File: src/rtl/dsso_pkg.sv
package dsso_pkg;

  // Parameter indices on the parameter access port
  localparam logic [7:0] IDX_DRIVE_MODEL    = 8'h00;
  localparam logic [7:0] IDX_RATED_ARM      = 8'h01;
  localparam logic [7:0] IDX_RATED_FLD      = 8'h02;
  localparam logic [7:0] IDX_FW_VERSION     = 8'h03;
  localparam logic [7:0] IDX_CTL_ID_RAW     = 8'h04;
  localparam logic [7:0] IDX_CTL_ID         = 8'h05;
  localparam logic [7:0] IDX_MODEL_CAT      = 8'h06;
  localparam logic [7:0] IDX_EDIT_ACTIVE    = 8'h07;
  localparam logic [7:0] IDX_RESET_CAUSE    = 8'h08;
  localparam logic [7:0] IDX_PHASE_MISSING  = 8'h09;
  localparam logic [7:0] IDX_CT_ID          = 8'h0a;
  localparam logic [7:0] IDX_HS_CODE        = 8'h0b;
  localparam logic [7:0] IDX_HS_CELSIUS     = 8'h0c;
  localparam logic [7:0] IDX_HS_OT_LEVEL    = 8'h0d;
  localparam logic [7:0] IDX_NVM_FAULT      = 8'h0e;
  localparam logic [7:0] IDX_NVM_ALARM      = 8'h0f;
  localparam logic [7:0] IDX_OPT_ID_RAW     = 8'h10;
  localparam logic [7:0] IDX_OPT_ID         = 8'h11;
  localparam logic [7:0] IDX_SAVE_ALL       = 8'h12;
  localparam logic [7:0] IDX_LINE_SEL       = 8'h13;
  localparam logic [7:0] IDX_LINE_STATUS    = 8'h14;
  localparam logic [7:0] IDX_REGEN_EN       = 8'h15;
  localparam logic [7:0] IDX_FAN_MODE       = 8'h16;
  localparam logic [7:0] IDX_FAN_STATUS     = 8'h17;

  // Field encodings
  localparam logic [15:0] VAL_OFF           = 16'h0000;
  localparam logic [15:0] VAL_ON            = 16'h0001;
  localparam logic [1:0]  LSEL_AUTO         = 2'h0;
  localparam logic [1:0]  LSEL_50           = 2'h1;
  localparam logic [1:0]  LSEL_60           = 2'h2;
  localparam logic [15:0] HZ_50             = 16'h0032;
  localparam logic [15:0] HZ_60             = 16'h003c;
  localparam logic [1:0]  RST_EXTERNAL      = 2'h0;
  localparam logic [1:0]  RST_WATCHDOG      = 2'h1;
  localparam logic [1:0]  RST_SOFTWARE      = 2'h2;
  localparam logic [1:0]  NVM_NO_FAULT      = 2'h0;
  localparam logic [1:0]  NVM_READ_FAULT    = 2'h1;
  localparam logic [1:0]  NVM_WRITE_FAULT   = 2'h2;

  // Values after reset
  localparam logic [1:0]  RST_LINE_SEL      = LSEL_AUTO;
  localparam logic        RST_REGEN_EN      = 1'b1;
  localparam logic        RST_FAN_FORCED    = 1'b0;

  // Line period measurement in 10 us ticks
  localparam int          CLK_PERIOD_NS     = 10;
  localparam int          TICK_NS           = 10000;
  localparam int          TICK_CYC          = TICK_NS / CLK_PERIOD_NS;
  localparam logic [11:0] PER_MIN_TICKS     = 12'h5dc;  // 15 ms
  localparam logic [11:0] PER_SPLIT_TICKS   = 12'h729;  // 18.33 ms
  localparam logic [11:0] PER_MAX_TICKS     = 12'h898;  // 22 ms

  typedef enum logic [1:0] {
    NVM_IDLE = 2'b00,
    NVM_ISSUE = 2'b01,
    NVM_WAIT = 2'b10
  } dsso_nvm_state_t;

endpackage : dsso_pkg

File: src/rtl/dsso_system_status.sv
// Summary of operation
// - Flag keypad edit in progress; block run while it is set.
// - Record last reset cause: external, watchdog or software.
// - Phase-missing flag set while any of three supply phases absent.
// - Over-temperature fault when heatsink Celsius exceeds threshold level.
// - Expose raw heatsink converter code and scaled Celsius, read-only.
// - Report outcome of each memory operation: none, read or write fault.
// - Raise memory alarm on failed store; latch code of failing attempt.
// - Keypad parameter changes are committed to memory automatically.
// - Port parameter changes update working values only, no memory store.
// - Writing on to save request stores SAVE_COUNT slots from its own index, not fan mode; control returns off itself.
// - Line frequency selector: auto measures, or forces 50 or 60 Hz.
// - Line status shows measured frequency in auto, else selected one.
// - Regen disable turns off reverse bridge on regen models only.
// - Fan auto mode follows heatsink temperature; forced mode keeps on.
// - Fan status shows whether the fans are running.
// - Model category reads regenerative or non-regenerative.
// - Board identifiers readable, raw and decoded where both exist.
// - Line selector and regen enable refuse changes while running.
`timescale 1ns/10ps
`default_nettype none

module dsso_system_status
  import dsso_pkg::*;
#(
  parameter int               SAVE_COUNT   = 4,
  parameter logic [15:0]      OT_LEVEL_C   = 16'h005a,
  parameter logic [15:0]      FAN_ON_C     = 16'h0032,
  parameter logic [15:0]      FAN_OFF_C    = 16'h002d,
  parameter logic [15:0]      HS_MUL       = 16'h0064,
  parameter int               HS_SHIFT     = 10,
  parameter logic [15:0]      HS_OFFS_C    = 16'h0000,
  parameter logic [15:0]      DRIVE_MODEL  = 16'h0001,  // Arbitrary value
  parameter logic [15:0]      RATED_ARM    = 16'h0014,
  parameter logic [15:0]      RATED_FLD    = 16'h0002,
  parameter logic [15:0]      FW_VERSION   = 16'h0100   // Arbitrary value
)(
  input  wire logic           clk,
  input  wire logic           srst,
  input  wire logic           prm_req,
  input  wire logic           prm_wr,
  input  wire logic           prm_from_keypad,
  input  wire logic [7:0]     prm_addr,
  input  wire logic [15:0]    prm_wdata,
  output logic                prm_ack,
  output logic [15:0]         prm_rdata,
  input  wire logic           keypad_editing,
  input  wire logic           run_request,
  output logic                run_permit,
  input  wire logic           drive_running,
  input  wire logic           rst_by_watchdog,
  input  wire logic           rst_by_software,
  input  wire logic           regen_model,
  input  wire logic [2:0]     phase_absent,
  input  wire logic           line_zero_cross,
  input  wire logic           hs_code_valid,
  input  wire logic [15:0]    hs_code,
  input  wire logic [15:0]    ctl_board_id_raw,
  input  wire logic [15:0]    ct_board_id,
  input  wire logic [15:0]    opt_board_id_raw,
  output logic                nvm_wr_req,
  output logic [7:0]          nvm_wr_addr,
  output logic [15:0]         nvm_wr_data,
  input  wire logic           nvm_busy,
  input  wire logic           nvm_op_done,
  input  wire logic           nvm_op_read,
  input  wire logic           nvm_op_err,
  output logic                nvm_alarm,
  output logic                over_temperature,
  output logic                reverse_bridge_en,
  output logic                fan_on
);

  initial begin
    if (SAVE_COUNT < 1 || SAVE_COUNT > 256)
      $error("SAVE_COUNT out of range");
    if (HS_SHIFT < 0 || HS_SHIFT > 16)
      $error("HS_SHIFT out of range");
  end

  ////////////////////////////////////////////////////////////////////////////
  // Input synchronisers for pins

  logic [4:0]                 pin_s1_r;
  logic [4:0]                 pin_s2_r;
  logic                       zc_prev_r;

  always_ff @(posedge clk)
  begin
    pin_s1_r  <= {line_zero_cross, keypad_editing, phase_absent};
    pin_s2_r  <= pin_s1_r;
    zc_prev_r <= pin_s2_r[4];
  end

  wire        edit_active   = pin_s2_r[3];
  wire        phase_missing = |pin_s2_r[2:0];
  wire        zc_rise       = pin_s2_r[4] & ~zc_prev_r;

  assign run_permit = run_request & ~edit_active;

  ////////////////////////////////////////////////////////////////////////////
  // Reset cause and model strap, caught on the first cycle after release

  logic                       strap_done_r;
  logic [1:0]                 rst_cause_r;
  logic                       regen_model_r;

  always_ff @(posedge clk)
  begin
    if (srst)
    begin
      strap_done_r  <= 1'b0;
      rst_cause_r   <= RST_EXTERNAL;
      regen_model_r <= 1'b0;
    end
    else if (!strap_done_r)
    begin
      strap_done_r  <= 1'b1;
      regen_model_r <= regen_model;
      if (rst_by_watchdog)
        rst_cause_r <= RST_WATCHDOG;
      else if (rst_by_software)
        rst_cause_r <= RST_SOFTWARE;
      else
        rst_cause_r <= RST_EXTERNAL;
    end
  end

  ////////////////////////////////////////////////////////////////////////////
  // Heatsink temperature and fan control

  logic [15:0]                hs_code_r;
  logic [15:0]                hs_c_r;
  logic                       fan_auto_on_r;
  logic                       fan_forced_r;

  wire [31:0] hs_prod   = 32'(hs_code) * 32'(HS_MUL);
  wire [31:0] hs_shift  = hs_prod >> HS_SHIFT;
  wire [15:0] hs_scaled = (hs_shift[31:16] != 16'h0000) ? 16'hffff : hs_shift[15:0];
  wire [15:0] hs_c_nxt  = (hs_scaled > HS_OFFS_C) ? hs_scaled - HS_OFFS_C : 16'h0000;

  always_ff @(posedge clk)
  begin
    if (srst)
    begin
      hs_code_r     <= 16'h0000;
      hs_c_r        <= 16'h0000;
      fan_auto_on_r <= 1'b0;
    end
    else
    begin
      if (hs_code_valid)
      begin
        hs_code_r <= hs_code;
        hs_c_r    <= hs_c_nxt;
      end
      // Hysteresis keeps the fans from chattering at one threshold
      if (hs_c_r >= FAN_ON_C)
        fan_auto_on_r <= 1'b1;
      else if (hs_c_r <= FAN_OFF_C)
        fan_auto_on_r <= 1'b0;
    end
  end

  assign over_temperature = hs_c_r > OT_LEVEL_C;
  assign fan_on           = fan_forced_r | fan_auto_on_r;

  ////////////////////////////////////////////////////////////////////////////
  // Line frequency measurement

  logic [15:0]                tick_cnt_r;
  logic [11:0]                per_cnt_r;
  logic [15:0]                meas_hz_r;

  wire tick      = (tick_cnt_r == 16'(TICK_CYC - 1));
  wire per_full  = (per_cnt_r == PER_MAX_TICKS);
  wire per_valid = (per_cnt_r >= PER_MIN_TICKS);

  always_ff @(posedge clk)
  begin
    if (srst)
    begin
      tick_cnt_r <= 16'h0000;
      per_cnt_r  <= 12'h000;
      meas_hz_r  <= 16'h0000;
    end
    else
    begin
      tick_cnt_r <= tick ? 16'h0000 : tick_cnt_r + 16'h0001;
      if (zc_rise)
      begin
        per_cnt_r <= 12'h000;
        if (per_valid && !per_full)
          meas_hz_r <= (per_cnt_r >= PER_SPLIT_TICKS) ? HZ_50 : HZ_60;
        else
          meas_hz_r <= 16'h0000;
      end
      else if (tick && !per_full)
        per_cnt_r <= per_cnt_r + 12'h001;
      else if (per_full)
        meas_hz_r <= 16'h0000;
    end
  end

  ////////////////////////////////////////////////////////////////////////////
  // Writable options and write decode

  logic [1:0]                 line_sel_r;
  logic                       regen_en_r;
  logic                       save_busy_r;

  wire wr_acc     = prm_req & prm_wr;
  wire wr_line    = wr_acc & (prm_addr == IDX_LINE_SEL);
  wire wr_regen   = wr_acc & (prm_addr == IDX_REGEN_EN);
  wire wr_fan     = wr_acc & (prm_addr == IDX_FAN_MODE);
  wire wr_save    = wr_acc & (prm_addr == IDX_SAVE_ALL);
  wire line_legal = (prm_wdata == 16'(LSEL_AUTO)) | (prm_wdata == 16'(LSEL_50))
                  | (prm_wdata == 16'(LSEL_60));
  wire bit_legal  = (prm_wdata[15:1] == 15'h0000);
  // Change-inhibited fields stay put during run
  wire line_take  = wr_line & line_legal & ~drive_running;
  wire regen_take = wr_regen & bit_legal & ~drive_running;
  wire fan_take   = wr_fan & bit_legal;
  wire save_take  = wr_save & (prm_wdata == VAL_ON) & ~save_busy_r;
  wire opt_take   = line_take | regen_take | fan_take;
  // Other addresses hold read-only or no state, so a write is dropped

  always_ff @(posedge clk)
  begin
    if (srst)
    begin
      line_sel_r   <= RST_LINE_SEL;
      regen_en_r   <= RST_REGEN_EN;
      fan_forced_r <= RST_FAN_FORCED;
    end
    else
    begin
      if (line_take)
        line_sel_r <= prm_wdata[1:0];
      if (regen_take)
        regen_en_r <= prm_wdata[0];
      if (fan_take)
        fan_forced_r <= prm_wdata[0];
    end
  end

  assign reverse_bridge_en = regen_model_r & regen_en_r;

  wire [15:0] line_status = (line_sel_r == LSEL_50) ? HZ_50 :
                            (line_sel_r == LSEL_60) ? HZ_60 : meas_hz_r;

  ////////////////////////////////////////////////////////////////////////////
  // Non-volatile store sequencer

  dsso_nvm_state_t            nvm_st_r;
  logic                       kp_pend_r;
  logic [7:0]                 kp_idx_r;
  logic [7:0]                 save_idx_r;
  logic                       cur_is_save_r;
  logic [7:0]                 cur_idx_r;
  logic [1:0]                 nvm_fault_r;
  logic                       alarm_r;
  logic [15:0]                alarm_code_r;
  logic                       save_err_r;
  logic                       nvm_req_r;
  logic [7:0]                 nvm_addr_r;
  logic [15:0]                nvm_data_r;

  // Keypad-only auto commit; port option writes never queue a store
  wire kp_store  = opt_take & prm_from_keypad;
  wire start_kp  = (nvm_st_r == NVM_IDLE) & kp_pend_r & ~save_busy_r;
  wire start_sv  = (nvm_st_r == NVM_IDLE) & save_busy_r;
  wire wr_done   = (nvm_st_r == NVM_WAIT) & nvm_op_done & ~nvm_op_read;
  wire last_save = (save_idx_r == 8'(SAVE_COUNT - 1));

  function automatic logic [15:0] opt_value(input logic [7:0] idx);
    case (idx)
      IDX_LINE_SEL: opt_value = 16'(line_sel_r);
      IDX_REGEN_EN: opt_value = 16'(regen_en_r);
      IDX_FAN_MODE: opt_value = 16'(fan_forced_r);
      default:      opt_value = 16'h0000;
    endcase
  endfunction

  // Save-all walks SAVE_COUNT slots in order starting at its own base
  wire [7:0] save_addr = IDX_SAVE_ALL + save_idx_r;

  always_ff @(posedge clk)
  begin
    if (srst)
    begin
      nvm_st_r      <= NVM_IDLE;
      kp_pend_r     <= 1'b0;
      kp_idx_r      <= 8'h00;
      save_busy_r   <= 1'b0;
      save_idx_r    <= 8'h00;
      save_err_r    <= 1'b0;
      cur_is_save_r <= 1'b0;
      cur_idx_r     <= 8'h00;
      nvm_req_r     <= 1'b0;
      nvm_addr_r    <= 8'h00;
      nvm_data_r    <= 16'h0000;
    end
    else
    begin
      nvm_req_r <= 1'b0;
      if (kp_store)
      begin
        kp_pend_r <= 1'b1;
        kp_idx_r  <= prm_addr;
      end
      else if (start_kp)
        kp_pend_r <= 1'b0;
      if (save_take)
      begin
        save_busy_r <= 1'b1;
        save_idx_r  <= 8'h00;
        save_err_r  <= 1'b0;
      end
      case (nvm_st_r)
        NVM_IDLE:
        begin
          if (start_sv || start_kp)
          begin
            cur_is_save_r <= start_sv;
            cur_idx_r     <= start_sv ? save_addr : kp_idx_r;
            nvm_st_r      <= NVM_ISSUE;
          end
        end
        NVM_ISSUE:
        begin
          if (!nvm_busy)
          begin
            nvm_req_r  <= 1'b1;
            nvm_addr_r <= cur_idx_r;
            nvm_data_r <= opt_value(cur_idx_r);
            nvm_st_r   <= NVM_WAIT;
          end
        end
        NVM_WAIT:
        begin
          if (wr_done)
          begin
            nvm_st_r <= NVM_IDLE;
            if (cur_is_save_r)
            begin
              if (nvm_op_err)
                save_err_r <= 1'b1;
              if (last_save)
                save_busy_r <= 1'b0;
              else
                save_idx_r <= save_idx_r + 8'h01;
            end
          end
        end
        default:
          nvm_st_r <= NVM_IDLE;
      endcase
    end
  end

  assign nvm_wr_req  = nvm_req_r;
  assign nvm_wr_addr = nvm_addr_r;
  assign nvm_wr_data = nvm_data_r;

  // A clean full save clears the alarm, but a fresh failure wins
  wire alarm_set = wr_done & nvm_op_err;
  wire alarm_clr = wr_done & cur_is_save_r & last_save & ~save_err_r;

  always_ff @(posedge clk)
  begin
    if (srst)
    begin
      nvm_fault_r  <= NVM_NO_FAULT;
      alarm_r      <= 1'b0;
      alarm_code_r <= 16'h0000;
    end
    else
    begin
      if (nvm_op_done)
        nvm_fault_r <= !nvm_op_err ? NVM_NO_FAULT :
                       nvm_op_read ? NVM_READ_FAULT : NVM_WRITE_FAULT;
      if (alarm_set)
      begin
        alarm_r      <= 1'b1;
        alarm_code_r <= {7'h00, cur_is_save_r, cur_idx_r};
      end
      else if (alarm_clr)
        alarm_r <= 1'b0;
    end
  end

  assign nvm_alarm = alarm_r;

  ////////////////////////////////////////////////////////////////////////////
  // Read mux and access answer

  logic [15:0]                rd_mux;
  logic [15:0]                rdata_r;
  logic                       ack_r;

  always_comb
  begin
    case (prm_addr)
      IDX_DRIVE_MODEL:   rd_mux = DRIVE_MODEL;
      IDX_RATED_ARM:     rd_mux = RATED_ARM;
      IDX_RATED_FLD:     rd_mux = RATED_FLD;
      IDX_FW_VERSION:    rd_mux = FW_VERSION;
      IDX_CTL_ID_RAW:    rd_mux = ctl_board_id_raw;
      IDX_CTL_ID:        rd_mux = {8'h00, ctl_board_id_raw[7:0]};
      IDX_MODEL_CAT:     rd_mux = 16'(regen_model_r);
      IDX_EDIT_ACTIVE:   rd_mux = 16'(edit_active);
      IDX_RESET_CAUSE:   rd_mux = 16'(rst_cause_r);
      IDX_PHASE_MISSING: rd_mux = 16'(phase_missing);
      IDX_CT_ID:         rd_mux = ct_board_id;
      IDX_HS_CODE:       rd_mux = hs_code_r;
      IDX_HS_CELSIUS:    rd_mux = hs_c_r;
      IDX_HS_OT_LEVEL:   rd_mux = OT_LEVEL_C;
      IDX_NVM_FAULT:     rd_mux = 16'(nvm_fault_r);
      IDX_NVM_ALARM:     rd_mux = alarm_code_r;
      IDX_OPT_ID_RAW:    rd_mux = opt_board_id_raw;
      IDX_OPT_ID:        rd_mux = {8'h00, opt_board_id_raw[7:0]};
      IDX_SAVE_ALL:      rd_mux = 16'(save_busy_r);
      IDX_LINE_SEL:      rd_mux = 16'(line_sel_r);
      IDX_LINE_STATUS:   rd_mux = line_status;
      IDX_REGEN_EN:      rd_mux = 16'(regen_en_r);
      IDX_FAN_MODE:      rd_mux = 16'(fan_forced_r);
      IDX_FAN_STATUS:    rd_mux = 16'(fan_on);
      default:           rd_mux = 16'h0000;
    endcase
  end

  always_ff @(posedge clk)
  begin
    if (srst)
    begin
      rdata_r <= 16'h0000;
      ack_r   <= 1'b0;
    end
    else
    begin
      ack_r <= prm_req;
      if (prm_req && !prm_wr)
        rdata_r <= rd_mux;
    end
  end

  assign prm_ack   = ack_r;
  assign prm_rdata = rdata_r;

endmodule : dsso_system_status

`default_nettype wire

File: config.mk
export PLATFORM = sky130hd
export DESIGN_NAME = dsso_system_status
export DESIGN_NICKNAME = d
export VERILOG_FILES = /design/src/rtl/dsso_pkg.sv /design/src/rtl/dsso_system_status.sv
export SDC_FILE = /design/constraint.sdc
export NUM_CORES = 1
export LEC_CHECK = 0
export BUFFER_PORTS_ARGS = -buffer_cell sky130_fd_sc_hd__buf_2
export CAP_MARGIN = 5
export CORE_UTILIZATION = 60
export CTS_BUF_LIST = sky130_fd_sc_hd__clkbuf_8
export CTS_CLUSTER_DIAMETER = 40
export DETAILED_ROUTE_END_ITERATION = 10
export HOLD_SLACK_MARGIN = 0.06
export PLACE_DENSITY = 0.85
export SLEW_MARGIN = 20
export SYNTH_ARGS = -nofsm -noshare
export SYNTH_HDL_FRONTEND = slang
export SYNTH_SLANG_ARGS = --single-unit
File: constraint.sdc
create_clock -name clk -period 6.7 [get_ports clk]
set_clock_uncertainty 0.2 [all_clocks]
set_input_delay 0.67 -clock clk [delete_from_list [all_inputs] [get_ports clk]]
set_output_delay 0.67 -clock clk [all_outputs]
set_load 0.005 [all_outputs]
==> results.md <==
Run status:
- The run finished with clean final reports.

Worst hold path:
- The count of cells along the worst hold path is 1.
- The worst hold path class is in2reg.

Setup path:
- The peak fanout along the critical path is 7.
- For the worst flop-to-flop path, the logic depth is 7.
- STA classifies the critical path endpoint as a flop.
- The worst setup path is launched from a primary input.
- Data on the critical path is required at its endpoint by 6890 ps.
- The class of the most critical setup path is in2reg.
- STA puts the critical path data arrival time at roughly 4000 ps.

Clocking:
- The CTS tree is yes.
- In this run, post-CTS hold repair placed 0 buffers.
- The clock buffer count from CTS is 17.
- The depth of the CTS H-tree is 4.
- Post-CTS repair changed the size of 0 cells.
- Clock tree synthesis selected as its root buffer the cell sky130_fd_sc_hd__clkbuf_8.
- The total setup buffers inserted after CTS is 0.
- Clock-pin slew was measured on the worst setup and hold paths at roughly 90 ps.
- The maximum number of buffers from clock root to sink is 2.
- The source-to-sink clock delay at the later pin of the worst-skew pair is approximately 460 ps.
- Clock tree synthesis found a total of 150 sinks.

Synthesis:
- The share of synthesized registers carrying an async set or reset is 0%.
- The synthesized area is ~0.0085 sq mm.
- Counting flops and latches in the post-synthesis netlist gives 150.
- In this run, synthesis inferred 0 flip-flops with an integrated enable.
- Among all flip-flop cells after synthesis, the most frequent one is sky130_fd_sc_hd__dfxtp_1.
- The distinct cell type count after synthesis is 72.
- The synthesized instance count is about 1000.
- Sequential elements use around a third of the synthesized area.
- The average footprint of a synthesized cell is approximately 8.6 sq um.
- For this run, the number of Yosys warnings is 0.

Finish:
- The fraction of layout cells with a size suffix above 1 is ~17%.
- The net count of the finished layout is approximately 1.3k.
- The final cell count without fillers is roughly 1.3k.
- The fill cell total of the finished layout is 1144.
- The area added between synthesis and finish is 12.6%.

Power and ir drop:
- Combinational logic is responsible for just under 20% of the overall power.
- The internal power is 1480 uW.
- The proportion of power drawn by the clock network is 35.0%.
- The portion of total power attributed to sequential cells is 45.2%.
- The switching share of power is a little under a third.
- The reported net switching power is around 640 uW.
- For this design the static power due to leakage is roughly 0.0043 uW.
- The worst-case IR drop observed on VDD is approximately 0.00014 V.
- In this run the power density over the cells is 221 mW/mm^2.

Routing:
- Wires add up to around 23000 um.
- The antenna violation net count after detailed routing is 0.
- The post-detailed-route via-to-cell ratio is about 6.0.
- The per-cell routed wire length is 17.6 um.
- The number of design-rule violations left by the first detailed-router iteration is about 1.0k.
- After detailed routing, the number of remaining DRC violations is 0.
- The total iterations of the first detailed-routing run is 6.
- Detailed routing inserted a total of roughly 8k vias.

GRT:
- The first global-routing pass estimated around 36000 um of wire.
- The initial antenna violation count is 1.
- The via count of the first global-routing pass was 7224.
- The maximum number of pins on one net before global-route repair is 83.
- The global router's overall resource usage is a little under a third.
- Summed over all layers, the global routing overflow is 0.

STA:
- Static timing analysis puts the maximum clock frequency at approximately 270 MHz.
- Adding up every negative setup slack in the final design gives 0 ps.
- The setup violation total in the final timing report is 0.
- The routed design could run at a clock period as short as about 3800 ps.
- At the pin with the least slew margin, the transition time is between 1000 and 1500 ps.
- The headroom to the max-slew limit is 25.7%.
- Setup repair after global routing left no endpoint under its margin.
- The total count of hold-check failures in the final report is 0.
- The final-report max-slew violation count came to 0.
- The period utilization is a little under three fifths.

Die:
- The die extent in y is 121 um.
- After floorplanning, the core was divided into 43 placement rows.
- The total area inside the core boundary comes to 0.0139 sq mm.
- The die covers ~0.015 sq mm.
- The floorplan step set the die width to about 120 um.
- For this configuration, the core starts out at a cell density of 61.4%.
- 155 I/O pins were placed.

Placement:
- Detailed placement finished with a half-perimeter wire length of around 17000 um.
- Including well taps, the total number of placed cells is approximately 1.3k.
- Routability-driven placement finished with a final weighted congestion of between 0.9 and 1.
- In this run the tool buffered the top-level ports with 140 buffer cells.

Job:
- Across the run, the number of max-cap violations was 0.
-- power by group through the flow --
stage / clock network (uW) / registers [uW] / logic (uW)
floorplan: 0 / 965 / 301
global placement: 0 / 977 / 402
detailed placement: 0 / 979 / 412
CTS: 747 / 958 / 415
global route: 783 / 962 / 467
finish: 743 / 960 / 420
-- cell type report --
class	count	area, sq um	share of cell area (%)
diodes	1	2.50	0.0260
clock buffers	18	248	2.58
clock inverters	14	174	1.81
inverters	48	180	1.88
multi-input cells	749	5040	52.5
flip-flops and latches	150	3000	31.3
well taps	180	225	2.34
repair buffers	144	731	7.61
-- cell usage in the layout, fill, tap and decap left out, types with 5 or more instances in the layout --
cell                       instances
sky130_fd_sc_hd__o21ai_0          34
sky130_fd_sc_hd__a21o_1           13
sky130_fd_sc_hd__xnor2_1          17
sky130_fd_sc_hd__or2_2             6
sky130_fd_sc_hd__and3_1           14
sky130_fd_sc_hd__buf_2           140
sky130_fd_sc_hd__o22ai_1           7
sky130_fd_sc_hd__nand2_1          91
sky130_fd_sc_hd__nor2_1          120
sky130_fd_sc_hd__nor3_1           19
sky130_fd_sc_hd__and2_1            6
sky130_fd_sc_hd__a22o_1            6
sky130_fd_sc_hd__fa_1             10
sky130_fd_sc_hd__nand2b_1         11
sky130_fd_sc_hd__a21oi_1          60
sky130_fd_sc_hd__inv_1            50
sky130_fd_sc_hd__nand4_1          12
sky130_fd_sc_hd__ha_1             58
sky130_fd_sc_hd__clkbuf_8         18
sky130_fd_sc_hd__nor2b_1           9
sky130_fd_sc_hd__dfxtp_1         150
sky130_fd_sc_hd__mux2i_1          57
sky130_fd_sc_hd__nor4_1           15
sky130_fd_sc_hd__a22oi_1          14
sky130_fd_sc_hd__a211oi_1         15
sky130_fd_sc_hd__nand3_1          31
sky130_fd_sc_hd__a221oi_1          8
sky130_fd_sc_hd__a31oi_1          11
sky130_fd_sc_hd__conb_1           14
sky130_fd_sc_hd__nor3b_1           5
sky130_fd_sc_hd__xor2_1           20
-- layer usage --
metal  global-route usage [%]  wire length, um  vias up
li1                         -                -     3747
met4                     13.3              660        0
met1                     42.5             9860     3622
met5                        0                0        -
met2                     50.4            10300      434
met3                     6.58             2150       52
-- worst paths after layout --
check             startpoint             to  slack (ps)
max               hs_code[4]      hs_c_r[9]        2940
min          phase_absent[1]    pin_s1_r[1]         110
max reg2reg    save_idx_r[0]  save_idx_r[0]        4000
min reg2reg      pin_s1_r[0]    pin_s2_r[0]         130
-- per-stage QoR --
| step | hold WS (ps) | worst slack, ps | instance area, sq um | util (%) | total power [uW] |
|---|---|---|---|---|---|
| after detailed placement | 112 | 2500 | 9180 | 66.2 | 1390 |
| after floorplan | 110 | 2840 | 8580 | - | 1270 |
| after global routing | 90.4 | 2780 | 9610 | 69.2 | 2210 |
| after CTS | 89.1 | 3000 | 9600 | 69.2 | 2120 |
| final | 110 | 2940 | 9610 | 69.2 | 2120 |
| after global placement | 110 | 2620 | 9180 | 66.2 | 1380 |
-- kinds of logic after synthesis --
logic type,after synthesis,synth area share [%]
compound gates,207,16.3
flops,150,35.2
other cells,1,0.0440
fa+ha+maj,69,11.0
simple gates,362,20.4
buf+inv,109,6.23
xor+xnor,37,3.80
mux,60,7.09
-- sequential cells by signal, summed over array words and instances (netlist names), 9 cells and up --
name and count:
prm_rdata 16, hs_code_r 16, alarm_code_r 9, hs_c_r 13
tick_cnt_r 16, per_cnt_r 12
-- cells in the mapped netlist (all sizes together), types with 12 or more instances --
cell type | count | area [sq um]
ha | 58 | 726
nor2 | 120 | 450
inv | 48 | 180
clkbuf | 43 | 221
mux2i | 57 | 571
dfxtp | 150 | 3000
a211oi | 15 | 113
a22oi | 14 | 105
nand2 | 91 | 342
nor4 | 17 | 119
xor2 | 20 | 175
xnor2 | 17 | 149
a21o | 13 | 97.6
nand3 | 31 | 155
a21oi | 60 | 300
buf | 18 | 130
and3 | 18 | 118
nand4 | 12 | 75.1
o21ai | 35 | 179
nor3 | 19 | 95.1
-- critical path: stages --
cell	delay, ps
sky130_fd_sc_hd__buf_2	130
sky130_fd_sc_hd__ha_1	310
sky130_fd_sc_hd__ha_1	280
sky130_fd_sc_hd__inv_1	50
sky130_fd_sc_hd__fa_1	490
sky130_fd_sc_hd__inv_1	40
sky130_fd_sc_hd__ha_1	410
sky130_fd_sc_hd__nand4_1	120
sky130_fd_sc_hd__a221o_1	310
sky130_fd_sc_hd__a31oi_1	300
sky130_fd_sc_hd__o21ai_0	230
sky130_fd_sc_hd__a2111oi_0	420
sky130_fd_sc_hd__a311o_1	180
(Power assumes the default switching activity.)
